--- config.mk ---
export PLATFORM = sky130hd
export DESIGN_NAME = aicr_regs
export DESIGN_NICKNAME = d
export VERILOG_FILES = /design/src/pkg/aicr_pkg.sv /design/src/pkg/aicr_line_if.sv /design/src/design/aicr_line_sync.sv /design/src/design/aicr_regs.sv
export SDC_FILE = /design/constraint.sdc
export NUM_CORES = 1
export LEC_CHECK = 0
export BUFFER_PORTS_ARGS = -buffer_cell sky130_fd_sc_hd__buf_2
export CAP_MARGIN = 0
export CELL_PAD_IN_SITES_DETAIL_PLACEMENT = 1
export CELL_PAD_IN_SITES_GLOBAL_PLACEMENT = 1
export CORE_MARGIN = 3
export CORE_UTILIZATION = 25
export DETAILED_ROUTE_END_ITERATION = 12
export PLACE_DENSITY = 0.44
export SYNTH_ARGS = -nofsm -noshare
export SYNTH_HDL_FRONTEND = slang
export SYNTH_SLANG_ARGS = --single-unit
--- constraint.sdc ---
create_clock -name clk -period 4.5 [get_ports clk]
set_input_delay 0.225 -clock clk [delete_from_list [all_inputs] [get_ports clk]]
set_output_delay 0.225 -clock clk [all_outputs]
set_load 0.02 [all_outputs]
--- src/pkg/aicr_pkg.sv ---
/*
 * Constants for the amplifier control register set: register order,
 * reset values, field positions, slave address layout and timing.
 * Assumes a single 250 MHz system clock.
 */
package aicr_pkg;

    // Register order on the wire, first byte first
    localparam logic [2:0] IDX_R_BTL = 3'h0;
    localparam logic [2:0] IDX_L_BTL = 3'h1;
    localparam logic [2:0] IDX_R_SE = 3'h2;
    localparam logic [2:0] IDX_L_SE = 3'h3;
    localparam logic [2:0] IDX_MASK = 3'h4;
    localparam logic [2:0] IDX_CTRL = 3'h5;
    localparam logic [2:0] NUM_REGS = 3'h6;

    localparam logic [7:0] GAIN_RST = 8'h3F;
    localparam logic [7:0] MASK_RST = 8'hFF;
    localparam logic [7:0] CTRL_RST = 8'h00;
    // Value returned for bytes read past the last register
    localparam logic [7:0] IDLE_BYTE = 8'hFF;

    // Gain register fields
    localparam int GAIN_CODE_W = 6;
    localparam int GAIN_MUTE_A = 6;
    localparam int GAIN_MUTE_B = 7;

    // Mask register fields
    localparam int MASK_PWRDN = 0;
    localparam int MASK_TOPO = 1;
    localparam int MASK_TONE = 2;
    localparam int MASK_BUSY = 7;

    // Control register fields
    localparam int CTRL_PWRDN = 0;
    localparam int CTRL_INSRC = 1;
    localparam int CTRL_MUTE = 3;
    localparam int CTRL_TOPO = 5;
    localparam int CTRL_GSEL = 6;
    localparam int CTRL_TONE = 7;

    // Slave address: fixed upper bits, then the two select pins
    localparam logic [4:0] ADDR_FIXED = 5'h1B;

    // Power-up sequence length
    localparam int CLK_PERIOD_NS = 4;
    localparam int PWRUP_TIME_NS = 10000;
    localparam int PWRUP_CYC = (PWRUP_TIME_NS + CLK_PERIOD_NS - 1) / CLK_PERIOD_NS;

    typedef enum logic [2:0] {
        ST_IDLE,
        ST_ADDR,
        ST_AACK,
        ST_WR,
        ST_WACK,
        ST_RD,
        ST_RACK
    } aicr_state_t;

endpackage

--- src/pkg/aicr_line_if.sv ---
/*
 * Carrier for the synchronised two-wire bus events between the line
 * synchroniser and the register set. Both ends run on the same clock.
 */
`timescale 1ns/1ns
interface aicr_line_if;
    logic scl_rise;
    logic scl_fall;
    logic sda;
    logic start;
    logic stop;

    modport src (output scl_rise, output scl_fall, output sda, output start, output stop);
    modport dst (input scl_rise, input scl_fall, input sda, input start, input stop);
endinterface

--- src/design/aicr_line_sync.sv ---
/*
 * Two-flop synchroniser and event detector for the serial clock and
 * data lines. Assumes the bus runs far slower than clk.
 */
`timescale 1ns/1ns
module aicr_line_sync (
    input wire logic clk,
    input wire logic rst_b,
    input wire logic scl_i,
    input wire logic sda_i,
    aicr_line_if.src ev
);
    logic [2:0] scl_q;
    logic [2:0] sda_q;

    always_ff @(posedge clk) begin
        if (!rst_b) begin
            scl_q <= 3'h7;
            sda_q <= 3'h7;
        end else begin
            scl_q <= {scl_q[1:0], scl_i};
            sda_q <= {sda_q[1:0], sda_i};
        end
    end

    // Only stages 1 and 2 are looked at; stage 0 feeds stage 1 alone
    assign ev.scl_rise = scl_q[1] & ~scl_q[2];
    assign ev.scl_fall = ~scl_q[1] & scl_q[2];
    assign ev.sda = sda_q[1];
    assign ev.start = scl_q[1] & scl_q[2] & ~sda_q[1] & sda_q[2];
    assign ev.stop = scl_q[1] & scl_q[2] & sda_q[1] & ~sda_q[2];
endmodule

--- src/design/aicr_regs.sv ---
/*
 * Control register set of a stereo amplifier, reached over the two-wire
 * serial bus as one six-byte block, with pin/register override decode.
 * Assumes scl/sda and all pins are asynchronous to clk; sda is open drain.
 */
// Behaviour
// - A read returns six bytes, one per register, in one transfer.
// - Seven-bit slave address plus read/write bit; upper five bits fixed.
// - Address bits 1 and 0 come from the high and low select pins.
// - Gain code in bits 0-5, step 1.25 dB; gain registers reset to 0x3F.
// - Either bit 7 or bit 6 of the active gain register mutes.
// - Mask bits 0-2 pick pin (1) or control bit (0); mask resets 0xFF.
// - Mask bit 2 set keeps the tone input in automatic detection.
// - Mask bit 7 read-only, 1 during power-up, 0 afterwards.
// - Control bit 0 high requests power-down; control resets to 0x00.
// - Control bit 1 selects headphone inputs; mask bit 1 hands it to pin.
// - Control bit 3 mutes like the gain mute bits.
// - Control bit 5 picks single-ended output like the topology pin.
// - Control bit 6 picks the gain register pair, independent of topology.
// - With mask bit 1 set, gain pair follows the topology pin.
// - Control bit 7 forces the tone input on; 0 leaves auto detect.
// - Power-down pin low mutes outputs and enters low-current state.
// - Device acknowledges its own address in the ninth clock.
`timescale 1ns/1ns
module aicr_regs #(
    parameter int PWRUP_CYCLES = aicr_pkg::PWRUP_CYC
) (
    input wire logic clk,
    input wire logic rst_b,
    input wire logic scl_i,
    input wire logic sda_i,
    output logic sda_o,
    output logic sda_oe,
    input wire logic addr_select_hi_pin,
    input wire logic addr_select_lo_pin,
    input wire logic power_down_pin_b,
    input wire logic output_topology_select,
    output logic [5:0] right_gain_code,
    output logic [5:0] left_gain_code,
    output logic right_mute,
    output logic left_mute,
    output logic power_down,
    output logic input_source_select,
    output logic single_ended_output,
    output logic system_tone_forced,
    output logic powering_up
);
    aicr_line_if ev ();

    aicr_line_sync u_sync (
        .clk(clk),
        .rst_b(rst_b),
        .scl_i(scl_i),
        .sda_i(sda_i),
        .ev(ev)
    );

    aicr_pkg::aicr_state_t state_q;
    logic [7:0] shift_q;
    logic [7:0] tx_q;
    logic [3:0] bit_q;
    logic [2:0] idx_q;
    logic rw_q;
    logic nak_q;
    logic oe_q;
    logic [7:0] stg_q [0:4];
    logic [7:0] rbg_q;
    logic [7:0] lbg_q;
    logic [7:0] rsg_q;
    logic [7:0] lsg_q;
    logic [6:0] mask_q;
    logic [7:0] ctrl_q;
    logic [1:0] asel_s1_q;
    logic [1:0] asel_q;
    logic [1:0] pin_s1_q;
    logic [1:0] pin_q;
    logic [15:0] pwr_cnt_q;
    logic busy_q;

    // Pin synchronisers: stage 1 is read only by stage 2
    always_ff @(posedge clk) begin
        if (!rst_b) begin
            asel_s1_q <= 2'h0;
            asel_q <= 2'h0;
            pin_s1_q <= 2'h1;
            pin_q <= 2'h1;
        end else begin
            asel_s1_q <= {addr_select_hi_pin, addr_select_lo_pin};
            asel_q <= asel_s1_q;
            pin_s1_q <= {output_topology_select, power_down_pin_b};
            pin_q <= pin_s1_q;
        end
    end

    // Power-up sequence timer
    always_ff @(posedge clk) begin
        if (!rst_b) begin
            pwr_cnt_q <= 16'h0000;
            busy_q <= 1'b1;
        end else if (busy_q) begin
            pwr_cnt_q <= pwr_cnt_q + 16'h0001;
            busy_q <= (pwr_cnt_q < 16'(PWRUP_CYCLES - 1));
        end
    end

    function automatic logic [7:0] rd_byte(input logic [2:0] i, input logic [7:0] rb, input logic [7:0] lb,
                                           input logic [7:0] rs, input logic [7:0] ls, input logic [7:0] mk,
                                           input logic [7:0] ct);
        unique case (i)
            aicr_pkg::IDX_R_BTL: rd_byte = rb;
            aicr_pkg::IDX_L_BTL: rd_byte = lb;
            aicr_pkg::IDX_R_SE: rd_byte = rs;
            aicr_pkg::IDX_L_SE: rd_byte = ls;
            aicr_pkg::IDX_MASK: rd_byte = mk;
            aicr_pkg::IDX_CTRL: rd_byte = ct;
            default: rd_byte = aicr_pkg::IDLE_BYTE;
        endcase
    endfunction

    wire [7:0] mask_rd = {busy_q, mask_q};
    wire [7:0] cur_byte = rd_byte(idx_q, rbg_q, lbg_q, rsg_q, lsg_q, mask_rd, ctrl_q);
    wire [7:0] first_byte = rd_byte(aicr_pkg::IDX_R_BTL, rbg_q, lbg_q, rsg_q, lsg_q, mask_rd, ctrl_q);
    wire [6:0] my_addr = {aicr_pkg::ADDR_FIXED, asel_q};
    wire addr_hit = (shift_q[7:1] == my_addr);
    wire byte_done = ev.scl_fall && (bit_q == 4'h8);
    wire commit = (state_q == aicr_pkg::ST_WR) && byte_done && (idx_q == aicr_pkg::IDX_CTRL);

    // Bus protocol engine
    always_ff @(posedge clk) begin
        if (!rst_b) begin
            state_q <= aicr_pkg::ST_IDLE;
            shift_q <= 8'h00;
            tx_q <= 8'h00;
            bit_q <= 4'h0;
            idx_q <= 3'h0;
            rw_q <= 1'b0;
            nak_q <= 1'b1;
            oe_q <= 1'b0;
        end else if (ev.start) begin
            state_q <= aicr_pkg::ST_ADDR;
            bit_q <= 4'h0;
            oe_q <= 1'b0;
        end else if (ev.stop) begin
            state_q <= aicr_pkg::ST_IDLE;
            oe_q <= 1'b0;
        end else begin
            unique case (state_q)
                aicr_pkg::ST_IDLE: begin
                    oe_q <= 1'b0;
                end
                aicr_pkg::ST_ADDR: begin
                    if (ev.scl_rise) begin
                        shift_q <= {shift_q[6:0], ev.sda};
                        bit_q <= bit_q + 4'h1;
                    end else if (byte_done) begin
                        rw_q <= shift_q[0];
                        oe_q <= addr_hit;
                        state_q <= addr_hit ? aicr_pkg::ST_AACK : aicr_pkg::ST_IDLE;
                    end
                end
                aicr_pkg::ST_AACK: begin
                    if (ev.scl_fall) begin
                        bit_q <= 4'h0;
                        if (rw_q) begin
                            tx_q <= first_byte;
                            oe_q <= ~first_byte[7];
                            idx_q <= 3'h1;
                            state_q <= aicr_pkg::ST_RD;
                        end else begin
                            oe_q <= 1'b0;
                            idx_q <= 3'h0;
                            state_q <= aicr_pkg::ST_WR;
                        end
                    end
                end
                aicr_pkg::ST_WR: begin
                    if (ev.scl_rise) begin
                        shift_q <= {shift_q[6:0], ev.sda};
                        bit_q <= bit_q + 4'h1;
                    end else if (byte_done) begin
                        // Bytes past the sixth are refused
                        oe_q <= (idx_q < aicr_pkg::NUM_REGS);
                        idx_q <= idx_q + 3'h1;
                        state_q <= (idx_q < aicr_pkg::NUM_REGS) ? aicr_pkg::ST_WACK : aicr_pkg::ST_IDLE;
                    end
                end
                aicr_pkg::ST_WACK: begin
                    if (ev.scl_fall) begin
                        oe_q <= 1'b0;
                        bit_q <= 4'h0;
                        state_q <= aicr_pkg::ST_WR;
                    end
                end
                aicr_pkg::ST_RD: begin
                    if (ev.scl_fall) begin
                        if (bit_q == 4'h7) begin
                            oe_q <= 1'b0;
                            bit_q <= 4'h0;
                            state_q <= aicr_pkg::ST_RACK;
                        end else begin
                            tx_q <= {tx_q[6:0], 1'b0};
                            oe_q <= ~tx_q[6];
                            bit_q <= bit_q + 4'h1;
                        end
                    end
                end
                aicr_pkg::ST_RACK: begin
                    if (ev.scl_rise) begin
                        nak_q <= ev.sda;
                    end else if (ev.scl_fall) begin
                        if (!nak_q) begin
                            tx_q <= cur_byte;
                            oe_q <= ~cur_byte[7];
                            idx_q <= (idx_q < aicr_pkg::NUM_REGS) ? idx_q + 3'h1 : idx_q;
                            state_q <= aicr_pkg::ST_RD;
                        end else begin
                            state_q <= aicr_pkg::ST_IDLE;
                        end
                    end
                end
            endcase
        end
    end

    // Staging: all six registers change together on the sixth byte
    always_ff @(posedge clk) begin
        if ((state_q == aicr_pkg::ST_WR) && byte_done && (idx_q < aicr_pkg::IDX_CTRL)) begin
            stg_q[idx_q] <= shift_q;
        end
    end

    always_ff @(posedge clk) begin
        if (!rst_b) begin
            rbg_q <= aicr_pkg::GAIN_RST;
            lbg_q <= aicr_pkg::GAIN_RST;
            rsg_q <= aicr_pkg::GAIN_RST;
            lsg_q <= aicr_pkg::GAIN_RST;
            mask_q <= aicr_pkg::MASK_RST[6:0];
            ctrl_q <= aicr_pkg::CTRL_RST;
        end else if (commit) begin
            rbg_q <= stg_q[aicr_pkg::IDX_R_BTL];
            lbg_q <= stg_q[aicr_pkg::IDX_L_BTL];
            rsg_q <= stg_q[aicr_pkg::IDX_R_SE];
            lsg_q <= stg_q[aicr_pkg::IDX_L_SE];
            mask_q <= stg_q[aicr_pkg::IDX_MASK][6:0];
            ctrl_q <= shift_q;
        end
    end

    // Pin or register control, per mask bit
    wire pd_eff = mask_q[aicr_pkg::MASK_PWRDN] ? ~pin_q[0] : ctrl_q[aicr_pkg::CTRL_PWRDN];
    wire se_eff = mask_q[aicr_pkg::MASK_TOPO] ? pin_q[1] : ctrl_q[aicr_pkg::CTRL_TOPO];
    wire hp_eff = mask_q[aicr_pkg::MASK_TOPO] ? pin_q[1] : ctrl_q[aicr_pkg::CTRL_INSRC];
    wire gsel_se = mask_q[aicr_pkg::MASK_TOPO] ? pin_q[1] : ctrl_q[aicr_pkg::CTRL_GSEL];
    wire tone_eff = ~mask_q[aicr_pkg::MASK_TONE] & ctrl_q[aicr_pkg::CTRL_TONE];
    wire [7:0] r_gain = gsel_se ? rsg_q : rbg_q;
    wire [7:0] l_gain = gsel_se ? lsg_q : lbg_q;
    wire mute_all = ctrl_q[aicr_pkg::CTRL_MUTE] | pd_eff;
    wire r_mute = r_gain[aicr_pkg::GAIN_MUTE_B] | r_gain[aicr_pkg::GAIN_MUTE_A] | mute_all;
    wire l_mute = l_gain[aicr_pkg::GAIN_MUTE_B] | l_gain[aicr_pkg::GAIN_MUTE_A] | mute_all;

    always_ff @(posedge clk) begin
        if (!rst_b) begin
            right_gain_code <= aicr_pkg::GAIN_RST[5:0];
            left_gain_code <= aicr_pkg::GAIN_RST[5:0];
            right_mute <= 1'b1;
            left_mute <= 1'b1;
            power_down <= 1'b1;
            input_source_select <= 1'b0;
            single_ended_output <= 1'b0;
            system_tone_forced <= 1'b0;
        end else begin
            right_gain_code <= r_gain[aicr_pkg::GAIN_CODE_W-1:0];
            left_gain_code <= l_gain[aicr_pkg::GAIN_CODE_W-1:0];
            right_mute <= r_mute;
            left_mute <= l_mute;
            power_down <= pd_eff;
            input_source_select <= hp_eff;
            single_ended_output <= se_eff;
            system_tone_forced <= tone_eff;
        end
    end

    assign sda_o = 1'b0;
    assign sda_oe = oe_q;
    assign powering_up = busy_q;
endmodule

==> flow_summary.toml <==
[clocking]
clock_sinks = 163
cts_made_buffers = 17
cts-htree-levels = 4
clock-root-buffer = "clkbuf_16"
postCtsSetupRepairBufs = 0
cts_resized = 0
cts_buffer_depth = 2
clk_latency_ns = 0.43
postCtsHoldBufs = 6
cts_tree = "built"
clk_pin_slew_ns = 0.07

[routing]
vias = 5345
firstDrtPassIters = 4
wl_per_cell_um = 18.9
remaining_drc_errors = 0
via_per_inst = 4.84
drtIter0Drc = 234
postRouteAntennaNets = 0
totalWireLength_um = 20900

[critical_path]
startpoint = "u_sync.scl_q[2]"
r2r_slack_ns = 1.72
critPathCapture = "stg_q[1][3]"
critPathKind = "register to register"
cp.required_ns = 4.56
crit_path_start_kind = "register"
crit_path_end_kind = "register"
timing.rr.end = "stg_q[1][3]"
r2r_start = "u_sync.scl_q[2]"
cp.arrival_ns = 2.83
cp_max_fo = 17
reg2regPathDepth = 4

[logic_synthesis]
ys_ff_latch = 163
synth_ff_type = "dfxtp_1"
synth_cell_type_count = 64
yosys-top-cells-area = "dfxtp_1 (36%), edfxtp_1 (17%), nand2_1 (9.2%)"
synth_top_area_frac = 0.364
synth.most_common_cell = "nand2_1"
syn_area_mm2 = 0.00682
ys_seq_area_frac = 0.536
synth_cells = 742
syn-num-nets = 758
yosysWarnings = 0
yosys.area.top_type = "dfxtp_1"
avgSynthCellArea_um2 = 9.19
synth_edf_count = 39
ys_async_sr_fraction = 0
yosys-top-cells-count = "nand2_1 (167), dfxtp_1 (124), nand3_1 (61), a21oi_1 (59), nor2_1 (40)"

[timing]
slew_headroom = 0.227
rsz0062_at_grt = "no"
finalSetupViolCount = 0
tns_ns = 0
tightest_slew_ns = 1.16
worst_hold_slack_ns = 0.342
min_period_ns = 2.78
slew_viol_final = 0
hold_violations = 0
skew_ns = 0.00870
period_share = 0.617
max_freq_ghz = 0.360

[floorplanning]
core_area_mm2 = 0.0264
initial_utilization = 0.258
die_height_um = 171
die_w_um = 171
std_cell_rows = 59
num_io_pins = 29
dieArea_mm2 = 0.0293

[power_and_ir_drop]
p_total_uw = 3210
power_density_mw_per_mm2 = 405
peakVddDrop_v = 0.000234
leakage_uw = 0.00294

[final_layout]
layout.nets = 772
layout-drive-gt1-share = 0.114
fillers = 3040
antenna_cells = 0
area_growth_pct = 16.3
layout.cells.non_filler = 1104

[global_routing]
grt_pass1_wl_um = 32500
globalRouteOverflowTotal = 0
antenna_found_initial = 0
groute.usage.overall = 0.146
grt_pass1_vias = 5465
grt_start_max_net_pins = 71

[placement]
port_buffers = 27
dp_cells = 1066
gp_congestion = 0.784
dp.final_hpwl_um = 14400

[run_status]
outcome = "finished, final reports clean"

[worst_hold_path]
min_path_type = "input pin to register"

[flow_run]
cap_violations = 0
-- cells in the final DEF (no fill, tap or decap), types with 9 or more instances in the layout --
cell type / instances
nor2_1: 39
buf_2: 27
a221oi_1: 12
mux2_2: 10
edfxtp_1: 39
nor3_1: 10
xor2_1: 11
o21ai_0: 14
clkbuf_16: 19
dfxtp_1: 124
nand3_1: 61
nand2b_1: 20
a21oi_1: 59
inv_1: 9
nand2_1: 167
buf_4: 10
-- flip-flops by register name, summed over array words and instances (netlist names), 3 cells and up --
| name | flops |
|---|---|
| shift_q | 8 |
| u_sync.sda_q | 3 |
| bit_q | 4 |
| lsg_q | 8 |
| idx_q | 3 |
| right_gain_code | 6 |
| u_sync.scl_q | 3 |
| stg_q | 39 |
| lbg_q | 8 |
| ctrl_q | 8 |
| pwr_cnt_q | 16 |
| tx_q | 7 |
| rsg_q | 8 |
| left_gain_code | 6 |
| first_byte | 8 |
| state_q | 3 |
| mask_q | 7 |
-- layout make-up --
type	instances	area, µm²	area share
timing repair buffer	43	270	0.0341
multi-input combinational	522	2910	0.367
sequential	163	3650	0.461
clock inverter	12	153	0.0193
clock buffer	20	489	0.0617
inverter	9	33.8	0.00426
tap	335	419	0.0529
-- per-stage QoR --
step,area (µm²),setup slack (ns),utilization
2_1_floorplan,6820,2.33,-
3_3_place_gp,7220,1.75,0.273
3_5_place_dp,7220,1.73,0.273
4_1_cts,7920,1.73,0.300
5_1_grt,7920,1.44,0.300
6_report,7920,1.72,0.300
-- worst min-delay path by stage --
| stage | cells past startpoint | slack [ns] | startpoint | to |
|---|---|---|---|---|
| 2_1_floorplan | 1 | 0.33 | power_down_pin_b | pin_s1_q[0] |
| 3_3_place_gp | 1 | 0.40 | u_sync.scl_q[0] | u_sync.scl_q[1] |
| 3_5_place_dp | 1 | 0.40 | u_sync.sda_q[0] | u_sync.sda_q[1] |
| 4_1_cts | 3 | 0.34 | rst_b | pwr_cnt_q[8] |
| 5_1_grt | 3 | 0.38 | rst_b | pwr_cnt_q[8] |
| 6_report | 3 | 0.34 | rst_b | pwr_cnt_q[8] |
-- critical path: stages (launching register included) --
cell	delay [ns]
dfxtp_1	0.72
and4bb_1	0.38
nand4_2	0.27
or3_1	0.42
nor2_1	0.61
-- report_power, final --
group | internal, µW | leakage [µW] | switching [µW] | total [µW]
logic | 39.1 | 0.00126 | 76.4 | 116
registers | 1510 | 0.00137 | 11.2 | 1520
clock network | 922 | 0.000316 | 653 | 1570
-- per-layer routing --
metal	GRT usage	wire length [µm]	vias to the layer above
li1	-	-	2615
met1	0.199	10200	2655
met2	0.238	9890	61
met3	0.0298	656	14
met4	0.0360	160	0
met5	0	0	-
-- kinds of logic after synthesis --
group	count (synthesis)	synth area share
xor gates and xnor gates	19	0.0244
other	1	0.000550
AOI/OAI and AO/OA	133	0.128
muxes	13	0.0209
and+or+nand+nor	348	0.237
DFF	163	0.536
adders and majority gates	8	0.0147
buffers and inverters	57	0.0387
Note: power is estimated with default switching activity, not from simulation.
